`src/rtl/nnsf_pkg.sv`:
```
// constants and carrier types of the network node status flag block
package nnsf_pkg;

    // ****************************************
    // bus geometry and register map
    // ****************************************
    localparam int unsigned NNSF_ADDR_W = 4;
    localparam int unsigned NNSF_DATA_W = 32;
    localparam logic [3:0] NNSF_OFS_STATUS = 4'h0;
    localparam logic [3:0] NNSF_OFS_CMD = 4'h4;
    localparam logic [3:0] NNSF_OFS_ENV = 4'h8;
    localparam logic [3:0] NNSF_OFS_MASK = 4'hc;

    // ****************************************
    // status word bit positions
    // ****************************************
    localparam int unsigned NNSF_B_SETTING_ERR = 0;
    localparam int unsigned NNSF_B_WRITE_ERR = 1;
    localparam int unsigned NNSF_B_PROC_ERR = 2;
    localparam int unsigned NNSF_B_PORT_CHG = 3;
    localparam int unsigned NNSF_B_BCAST = 4;
    localparam int unsigned NNSF_B_OVERFLOW = 5;
    localparam int unsigned NNSF_B_INFO_LOSS = 6;
    localparam int unsigned NNSF_B_TIMEOUT = 7;
    localparam int unsigned NNSF_B_CONNECTED = 8;
    localparam int unsigned NNSF_B_BREAK_MON = 9;
    localparam int unsigned NNSF_B_WATCHDOG = 10;
    localparam int unsigned NNSF_B_WRITE_BUSY = 11;
    localparam int unsigned NNSF_B_VCOUNT_ERR = 12;

    // ****************************************
    // environment enable bit positions
    // ****************************************
    localparam int unsigned NNSF_E_FALL_ALL = 0;
    localparam int unsigned NNSF_E_RISE_ALL = 1;
    localparam int unsigned NNSF_E_BCAST = 2;
    localparam int unsigned NNSF_E_OVERFLOW = 3;
    localparam int unsigned NNSF_E_INFO_LOSS = 4;
    localparam int unsigned NNSF_E_TIMEOUT = 5;

    // ****************************************
    // reset values
    // ****************************************
    localparam logic [7:0] NNSF_FLAGS_RST = 8'h00;
    localparam logic [5:0] NNSF_ENV_RST = 6'h00;
    localparam logic [8:0] NNSF_MASK_RST = 9'h000;

    // ****************************************
    // operation codes
    // ****************************************
    localparam logic [7:0] NNSF_OP_CONNECT = 8'h10;
    localparam logic [7:0] NNSF_OP_DISCONNECT = 8'h11;
    localparam logic [7:0] NNSF_OP_BREAK_EN = 8'h12;
    localparam logic [7:0] NNSF_OP_CLR_SETTING = 8'h20;
    localparam logic [7:0] NNSF_OP_CLR_WRITE = 8'h21;
    localparam logic [7:0] NNSF_OP_CLR_PROC = 8'h22;
    localparam logic [7:0] NNSF_OP_CLR_BCAST = 8'h23;
    localparam logic [7:0] NNSF_OP_CLR_OVERFLOW = 8'h24;
    localparam logic [7:0] NNSF_OP_CLR_INFO_LOSS = 8'h25;
    localparam logic [7:0] NNSF_OP_CLR_TIMEOUT = 8'h26;

    // one-cycle event pulses from the device core
    typedef struct packed {
        logic setting_change_err;
        logic port_write_err;
        logic port_write_proc_err;
        logic port_change;
        logic port_fall;
        logic port_rise;
        logic broadcast_rx;
        logic rel_time_overflow;
        logic change_info_loss;
        logic comm_timeout;
        logic virtual_count_err;
    } nnsf_events_t;

    // bus slave handshake states
    typedef enum logic [1:0] {
        NNSF_BUS_IDLE = 2'b01,
        NNSF_BUS_ACK = 2'b10
    } nnsf_bus_state_t;

endpackage

```
`src/rtl/nnsf_status.sv`:
```
// status word, latched event flags and interrupt request of a network node
//
// Decided for this implementation: the Avalon-MM interface to the registers and the address map.
`timescale 1ns/10ps

// Contract
// - status word is 16 bits, 13 meaningful, bits 15:13 read zero
// - bit 0 latches setting change error and may raise the interrupt
// - bit 1 latches port data write error and may raise the interrupt
// - bit 2 latches port write processing error and may raise the interrupt
// - bit 3 latches monitored port change, or enabled falling/rising edge watch
// - bit 4 latches broadcast reception only while its enable is set
// - bit 5 latches relative time counter overflow when its enable is set
// - bit 6 latches change information loss when its enable is set
// - bit 7 latches network communication timeout when its enable is set
// - bit 8 shows connection, changed only by operation commands
// - bit 9 shows break monitoring, cleared once a break request is answered
// - bit 10 mirrors watchdog pin: one while pin low after expiry
// - bit 11 reads one while a port data memory write runs
// - bit 12 latches virtual count error and never raises the interrupt
// - any latched flag in bits 0 to 7 may drive the interrupt output
// - codes 20h to 26h clear bits 0,1,2,4,5,6,7 in order
// - code 10h connects and sets bit 8; 11h disconnects and clears it
// - code 12h enables break answering and sets bit 9
module nnsf_status
    import nnsf_pkg::*;
(
    input wire logic clock,
    input wire logic rst_n,
    input wire logic [NNSF_ADDR_W-1:0] avs_address,
    input wire logic avs_read,
    input wire logic avs_write,
    input wire logic [NNSF_DATA_W-1:0] avs_writedata,
    input wire logic [3:0] avs_byteenable,
    output logic [NNSF_DATA_W-1:0] avs_readdata,
    output logic avs_waitrequest,
    input wire nnsf_events_t core_events,
    input wire logic break_request_answered,
    input wire logic watchdog_pin_low,
    input wire logic port_write_in_progress,
    output logic network_connected,
    output logic break_monitoring,
    output logic irq
);

    // ****************************************
    // bus slave handshake
    // ****************************************

    nnsf_bus_state_t bus_q;
    nnsf_bus_state_t bus_d;
    logic req;
    logic wr_go;
    logic [15:0] status_word;
    logic [NNSF_DATA_W-1:0] rd_value;

    assign req = avs_read | avs_write;

    // one wait cycle, then a single answer cycle
    always_comb begin
        bus_d = bus_q;
        case (bus_q)
            NNSF_BUS_IDLE: begin
                if (req) begin
                    bus_d = NNSF_BUS_ACK;
                end
            end
            NNSF_BUS_ACK: begin
                bus_d = NNSF_BUS_IDLE;
            end
            default: begin
                bus_d = NNSF_BUS_IDLE;
            end
        endcase
    end

    // handshake state register
    always_ff @(posedge clock or negedge rst_n) begin
        if (!rst_n) begin
            bus_q <= NNSF_BUS_IDLE;
        end else begin
            bus_q <= bus_d;
        end
    end

    assign avs_waitrequest = (bus_q != NNSF_BUS_ACK);
    assign wr_go = avs_write & (bus_q == NNSF_BUS_ACK);

    // ****************************************
    // software visible registers
    // ****************************************

    logic [5:0] env_q;
    logic [8:0] mask_q;
    logic cmd_hit;
    logic [7:0] opcode;
    logic status_w1c_lo;
    logic status_w1c_hi;

    assign opcode = avs_writedata[7:0];
    assign cmd_hit = wr_go & (avs_address == NNSF_OFS_CMD) & avs_byteenable[0];
    assign status_w1c_lo = wr_go & (avs_address == NNSF_OFS_STATUS) & avs_byteenable[0];
    assign status_w1c_hi = wr_go & (avs_address == NNSF_OFS_STATUS) & avs_byteenable[1];

    // environment enables steer event qualification
    always_ff @(posedge clock or negedge rst_n) begin
        if (!rst_n) begin
            env_q <= NNSF_ENV_RST;
        end else if (wr_go && avs_address == NNSF_OFS_ENV && avs_byteenable[0]) begin
            env_q <= avs_writedata[5:0];
        end
    end

    // mask: bits 7:0 gate flags, bit 8 is stored and read back at bit 12 but gates nothing
    always_ff @(posedge clock or negedge rst_n) begin
        if (!rst_n) begin
            mask_q <= NNSF_MASK_RST;
        end else if (wr_go && avs_address == NNSF_OFS_MASK) begin
            if (avs_byteenable[0]) begin
                mask_q[7:0] <= avs_writedata[7:0];
            end
            if (avs_byteenable[1]) begin
                mask_q[8] <= avs_writedata[NNSF_B_VCOUNT_ERR];
            end
        end
    end

    // ****************************************
    // event flags
    // ****************************************

    logic [7:0] flags_q;
    logic [7:0] flags_set;
    logic [7:0] flags_clr;
    logic vcount_q;

    // qualify core events with their enables
    always_comb begin
        flags_set = 8'h00;
        flags_set[NNSF_B_SETTING_ERR] = core_events.setting_change_err;
        flags_set[NNSF_B_WRITE_ERR] = core_events.port_write_err;
        flags_set[NNSF_B_PROC_ERR] = core_events.port_write_proc_err;
        flags_set[NNSF_B_PORT_CHG] = core_events.port_change
            | (core_events.port_fall & env_q[NNSF_E_FALL_ALL])
            | (core_events.port_rise & env_q[NNSF_E_RISE_ALL]);
        flags_set[NNSF_B_BCAST] = core_events.broadcast_rx & env_q[NNSF_E_BCAST];
        flags_set[NNSF_B_OVERFLOW] = core_events.rel_time_overflow
            & env_q[NNSF_E_OVERFLOW];
        flags_set[NNSF_B_INFO_LOSS] = core_events.change_info_loss
            & env_q[NNSF_E_INFO_LOSS];
        flags_set[NNSF_B_TIMEOUT] = core_events.comm_timeout & env_q[NNSF_E_TIMEOUT];
    end

    // clear sources: operation codes and write-one-to-clear
    always_comb begin
        flags_clr = 8'h00;
        if (status_w1c_lo) begin
            flags_clr = avs_writedata[7:0];
        end
        if (cmd_hit) begin
            case (opcode)
                NNSF_OP_CLR_SETTING: flags_clr[NNSF_B_SETTING_ERR] = 1'b1;
                NNSF_OP_CLR_WRITE: flags_clr[NNSF_B_WRITE_ERR] = 1'b1;
                NNSF_OP_CLR_PROC: flags_clr[NNSF_B_PROC_ERR] = 1'b1;
                NNSF_OP_CLR_BCAST: flags_clr[NNSF_B_BCAST] = 1'b1;
                NNSF_OP_CLR_OVERFLOW: flags_clr[NNSF_B_OVERFLOW] = 1'b1;
                NNSF_OP_CLR_INFO_LOSS: flags_clr[NNSF_B_INFO_LOSS] = 1'b1;
                NNSF_OP_CLR_TIMEOUT: flags_clr[NNSF_B_TIMEOUT] = 1'b1;
                default: begin
                end
            endcase
        end
    end

    // sticky flags; a new event beats a clear in the same cycle
    always_ff @(posedge clock or negedge rst_n) begin
        if (!rst_n) begin
            flags_q <= NNSF_FLAGS_RST;
        end else begin
            flags_q <= (flags_q & ~flags_clr) | flags_set;
        end
    end

    // virtual count error, sticky, cleared only by write-one
    always_ff @(posedge clock or negedge rst_n) begin
        if (!rst_n) begin
            vcount_q <= 1'b0;
        end else if (core_events.virtual_count_err) begin
            vcount_q <= 1'b1;
        end else if (status_w1c_hi && avs_writedata[NNSF_B_VCOUNT_ERR]) begin
            vcount_q <= 1'b0;
        end
    end

    // ****************************************
    // connection and break monitoring
    // ****************************************

    logic conn_q;
    logic brk_q;

    // connection follows connect and disconnect codes only
    always_ff @(posedge clock or negedge rst_n) begin
        if (!rst_n) begin
            conn_q <= 1'b0;
        end else if (cmd_hit && opcode == NNSF_OP_CONNECT) begin
            conn_q <= 1'b1;
        end else if (cmd_hit && opcode == NNSF_OP_DISCONNECT) begin
            conn_q <= 1'b0;
        end
    end

    // break monitoring; the enable code wins over an answer
    always_ff @(posedge clock or negedge rst_n) begin
        if (!rst_n) begin
            brk_q <= 1'b0;
        end else if (cmd_hit && opcode == NNSF_OP_BREAK_EN) begin
            brk_q <= 1'b1;
        end else if (break_request_answered) begin
            brk_q <= 1'b0;
        end
    end

    assign network_connected = conn_q;
    assign break_monitoring = brk_q;

    // ****************************************
    // status word and read path
    // ****************************************

    // assemble the live and latched bits
    always_comb begin
        status_word = 16'h0000;
        status_word[7:0] = flags_q;
        status_word[NNSF_B_CONNECTED] = conn_q;
        status_word[NNSF_B_BREAK_MON] = brk_q;
        status_word[NNSF_B_WATCHDOG] = watchdog_pin_low;
        status_word[NNSF_B_WRITE_BUSY] = port_write_in_progress;
        status_word[NNSF_B_VCOUNT_ERR] = vcount_q;
    end

    // read mux; unmapped and command offsets read zero
    always_comb begin
        rd_value = '0;
        case (avs_address)
            NNSF_OFS_STATUS: rd_value[15:0] = status_word;
            NNSF_OFS_ENV: rd_value[5:0] = env_q;
            NNSF_OFS_MASK: begin
                rd_value[7:0] = mask_q[7:0];
                rd_value[NNSF_B_VCOUNT_ERR] = mask_q[8];
            end
            default: rd_value = '0;
        endcase
    end

    // read data captured when the answer cycle begins, no side effect
    always_ff @(posedge clock or negedge rst_n) begin
        if (!rst_n) begin
            avs_readdata <= '0;
        end else if (avs_read && bus_q == NNSF_BUS_IDLE) begin
            avs_readdata <= rd_value;
        end
    end

    // ****************************************
    // interrupt request
    // ****************************************

    logic irq_q;

    // level output; virtual count flag never reaches it
    always_ff @(posedge clock or negedge rst_n) begin
        if (!rst_n) begin
            irq_q <= 1'b0;
        end else begin
            irq_q <= |(flags_q & mask_q[7:0]);
        end
    end

    assign irq = irq_q;

endmodule

```
`config.mk`:
```
export PLATFORM = sky130hd
export DESIGN_NAME = nnsf_status
export DESIGN_NICKNAME = d
export VERILOG_FILES = /design/src/rtl/nnsf_pkg.sv /design/src/rtl/nnsf_status.sv
export SDC_FILE = /design/constraint.sdc
export NUM_CORES = 1
export LEC_CHECK = 0
export BUFFER_PORTS_ARGS = -buffer_cell sky130_fd_sc_hd__buf_4
export CORE_MARGIN = 4
export CORE_UTILIZATION = 40
export CTS_CLUSTER_DIAMETER = 200
export DETAILED_ROUTE_END_ITERATION = 10
export PLACE_DENSITY = 0.72
export SLEW_MARGIN = 10
export SYNTH_ARGS = -nofsm -noshare
export SYNTH_HDL_FRONTEND = slang
export SYNTH_SLANG_ARGS = --single-unit
```
`constraint.sdc`:
```
create_clock -name clock -period 1.6 [get_ports clock]
set_input_delay 0.08 -clock clock [delete_from_list [all_inputs] [get_ports clock]]
set_output_delay 0.08 -clock clock [all_outputs]
set_load 0.01 [all_outputs]
```
==> out/results.txt <==
Summed over all instances, the cell type with the most area after synthesis is sky130_fd_sc_hd__dfrtp_1. The post-synthesis register bit count is 42, and the via count of the first global-routing pass is 1646. The most used flip-flop cell after synthesis is sky130_fd_sc_hd__dfrtp_1. The tools report the placeable core area as 5200 um^2.

The worst setup path is launched from a register. The maximum buffer depth of the clock tree was 2; the number of warnings issued by yosys was 0. The die is 81.9 um wide. The final cycle utilization of the critical path came out at 96.0%. The analysis attributes to cell leakage a power of 1.35 nW.

The tools report the cell count after synthesis as 195. The floorplan step defined a die boundary enclosing 6700 um^2. The proportion of synthesized flip-flops having asynchronous set or reset works out to 100%.

The synthesized netlist occupies a cell area of 2180 um^2. The logs give 54.6% for the end-of-flow core utilization and 5 for the TritonCTS buffer count. The startpoint of the worst register-to-register path is bus_q[0]$_DFFE_PN1P_.

The number of placed instances, taps included, is 323. A synthesized cell averages 11.2 um^2. The number of flops mapped to enable cells by yosys came out at 0.

Pin placement for this block handled 94 I/O pins. The flow ran to the end, and the final reports show no timing, DRC or antenna violations. The tools report the count of placed standard cells in the final layout, fillers left out as 335. The element type at the critical path end is a register. The global routing usage summed across all routing layers was 16.2%; the count of cell types in the netlist was 42. The start point of the critical path was bus_q[0]$_DFFE_PN1P_. The critical path class was register to register.

The initial antenna violation count came out at 0. The run gives 0 as the sum of overflow across all layers after global routing. In this run the most critical hold path is launched from avs_writedata[12]. The run gives 42 as the number of clock sinks. Of the cells placed in the final design, the portion with a size suffix greater than 1 is 36.2%.

The logs give 0 for the max-slew violation count and 65.1% for the worst slew slack as a fraction of its limit. The power density over cell area was 1040 nW/um^2; the total negative setup slack was 0 ps. The maximum achievable frequency was 0.651 GHz; the hold violation total from the final report was 0. Along the worst path, the maximum fanout reaches 6. The global-route wire length before repair came out at 8.23 mm. The slew at the pin with the worst max-slew slack is 523 ps, and the total inserted antenna cells is 0. Across the VDD grid, the largest voltage drop is 0.881 mV. Setup repair after global routing left no endpoint under its margin. The floorplan step set the die height to 81.9 um.

TritonCTS built the clock tree. In this run the number of H-tree levels came out at 2. In this run the worst hold path is classified as primary input to register. The average vias per placed instance came out at 5.18. The tool flagged a number of max-cap violations equal to 0.

For this run, the detailed router's first-pass iteration total came to 4. In this run the tool buffered the top-level ports with 49 buffer cells. The initial DRC count is 54. Summed over all layers, the routed wires come to 5.27 mm. For the final database, setup skew stands at 13.2 ps.

Clock-pin slew was measured on the worst setup and hold paths at 80 ps. The half-perimeter wire length after placement came out at 4.04 mm. The detail-routed net length per standard cell is 15.7 um, and the via count of the routed design is 1734. Clock tree synthesis selected as its root buffer the cell sky130_fd_sc_hd__clkbuf_8.

Entering global routing, the biggest net connects 43 pins. The sequential-to-total area share from yosys stat is 48.2%, and the area share of the leading cell type in the synthesized netlist is 47.0%. For this run, design rule violations remaining after detail routing come to 0. Number of buffers inserted by post-CTS setup repair: 0. Subtracting the final worst setup slack from the clock period gives 1540 ps. Data on the critical path arrives at its endpoint at 1710 ps. By area the synthesized netlist is led by sky130_fd_sc_hd__dfrtp_1 47%, sky130_fd_sc_hd__mux2_2 7.7%, sky130_fd_sc_hd__buf_4 6.5%. The congestion estimate from routability-driven global placement came to 0.814. The count of endpoints failing setup in the final report is 0, and the data required time at the worst endpoint is 1770 ps. The initialized floorplan defines 26 standard-cell rows. The initial utilization of the core area, before any placement, comes to 41.9%.

The detail route stage leaves a number of antenna-violating nets equal to 0. The net count of the finished layout is 322. Clock latency on the worst-skew pair, taken at its later pin, is 290 ps.

The synthesis-to-finish area growth came out at 30.1%.
-- worst paths after layout --
path	cells past startpoint	to	slack [ps]
min in group asynchronous	2	avs_readdata[10]$_DFFE_PN0P_	310
max in group asynchronous	2	bus_q[0]$_DFFE_PN1P_	900
worst max-delay path	4	env_q[5]$_DFFE_PN0P_	60
worst min register to register	2	avs_readdata[6]$_DFFE_PN0P_	490
worst max register to register	4	env_q[5]$_DFFE_PN0P_	60
worst min-delay path	2	mask_q[8]$_DFFE_PN0P_	30
-- repair_timing --
action,CTS,global route
hold buffers,4,0
hold endpoints to repair,44,0
endpoints found under the setup margin,0,5
gates resized for setup,0,1
-- where the power goes --
part | switching [mW] | total [mW] | internal (mW) | leakage [nW]
Combinational | 0.346 | 0.736 | 0.390 | 0.769
Sequential | 0.150 | 1.39 | 1.24 | 0.533
Clock | 0.353 | 0.820 | 0.467 | 0.0524
Total | 0.849 | 2.95 | 2.10 | 1.35
-- placed cells by master (no fill, tap or decap), drive strengths merged, types with 4 or more instances in the layout --
cell         count
a22oi            7
dfrtp           41
clkbuf           7
nor4             8
inv              5
buf             68
conb            19
a21oi            6
a22o            11
nand2            9
dlygate4sd3      4
a41o             4
nand2b           5
mux2i            7
mux2            15
o2bb2ai          6
-- per-stage QoR --
stage / cell area (um^2) / total power, mW / setup slack (ps) / hold slack (ps)
floorplan: 2260 / 1.81 / -29.8 / -216
global placement: 2690 / 2.11 / -61.3 / 91.6
detailed placement: 2690 / 2.14 / -68.7 / 92.1
CTS: 2840 / 2.96 / 61.7 / 22.3
global route: 2840 / 3.10 / 1.20 / 30.3
finish: 2840 / 2.95 / 64.7 / 28.4
-- kinds of logic (layout without fill, tap and decap cells) --
group           count (synthesis)  in the layout  synth area share (%)
mux                            22             22                  10.9
flops                          42             42                  48.2
simple gates                   48             48                  14.0
buf+inv                        33             85                  9.00
compound gates                 49             49                  17.6
other cells                     1             19                 0.172
-- area by class of cell --
| cell class | instances | area, um^2 |
|---|---|---|
| inverter | 5 | 18.8 |
| sequential | 42 | 1050 |
| clock inverter | 1 | 30.0 |
| multi-input combinational | 138 | 1010 |
| fill | 484 | 2360 |
| tap | 70 | 87.6 |
| timing repair buffer | 72 | 563 |
| clock buffer | 7 | 76.3 |
-- flip-flops by register name (all words and copies together), names as in the netlist --
name and count:
flags_q 8, irq 1, break_monitoring 1, bus_q 2
env_q 6, avs_readdata 13, mask_q 9, vcount_q 1
network_connected 1
-- metal layers --
layer / up-vias / part of all wire, % / wire (um) / track usage [%]
met5: - / 0 / 0 / 0
met4: 0 / 0.78 / 41 / 4.98
met3: 2 / 6.2 / 329 / 2.52
met2: 58 / 50 / 2610 / 28.2
met1: 823 / 43 / 2290 / 20.7
li1: 851 / - / - / -
-- Yosys cell counts (6+ instances only) --
master	n
sky130_fd_sc_hd__mux2_2	15
sky130_fd_sc_hd__dfrtp_1	41
sky130_fd_sc_hd__o2bb2ai_1	6
sky130_fd_sc_hd__buf_4	19
sky130_fd_sc_hd__a22o_1	11
sky130_fd_sc_hd__nand2_1	9
sky130_fd_sc_hd__mux2i_1	7
sky130_fd_sc_hd__clkbuf_1	8
sky130_fd_sc_hd__a22oi_1	7
sky130_fd_sc_hd__nor4_1	8
sky130_fd_sc_hd__a21oi_1	6
-- critical path: stages (launching register included) --
cell,delay [ps]
sky130_fd_sc_hd__dfstp_2,560
sky130_fd_sc_hd__and4b_2,270
sky130_fd_sc_hd__nand3_1,100
sky130_fd_sc_hd__buf_4,160
sky130_fd_sc_hd__mux2_2,330
Note: power is estimated with default switching activity, not from simulation.
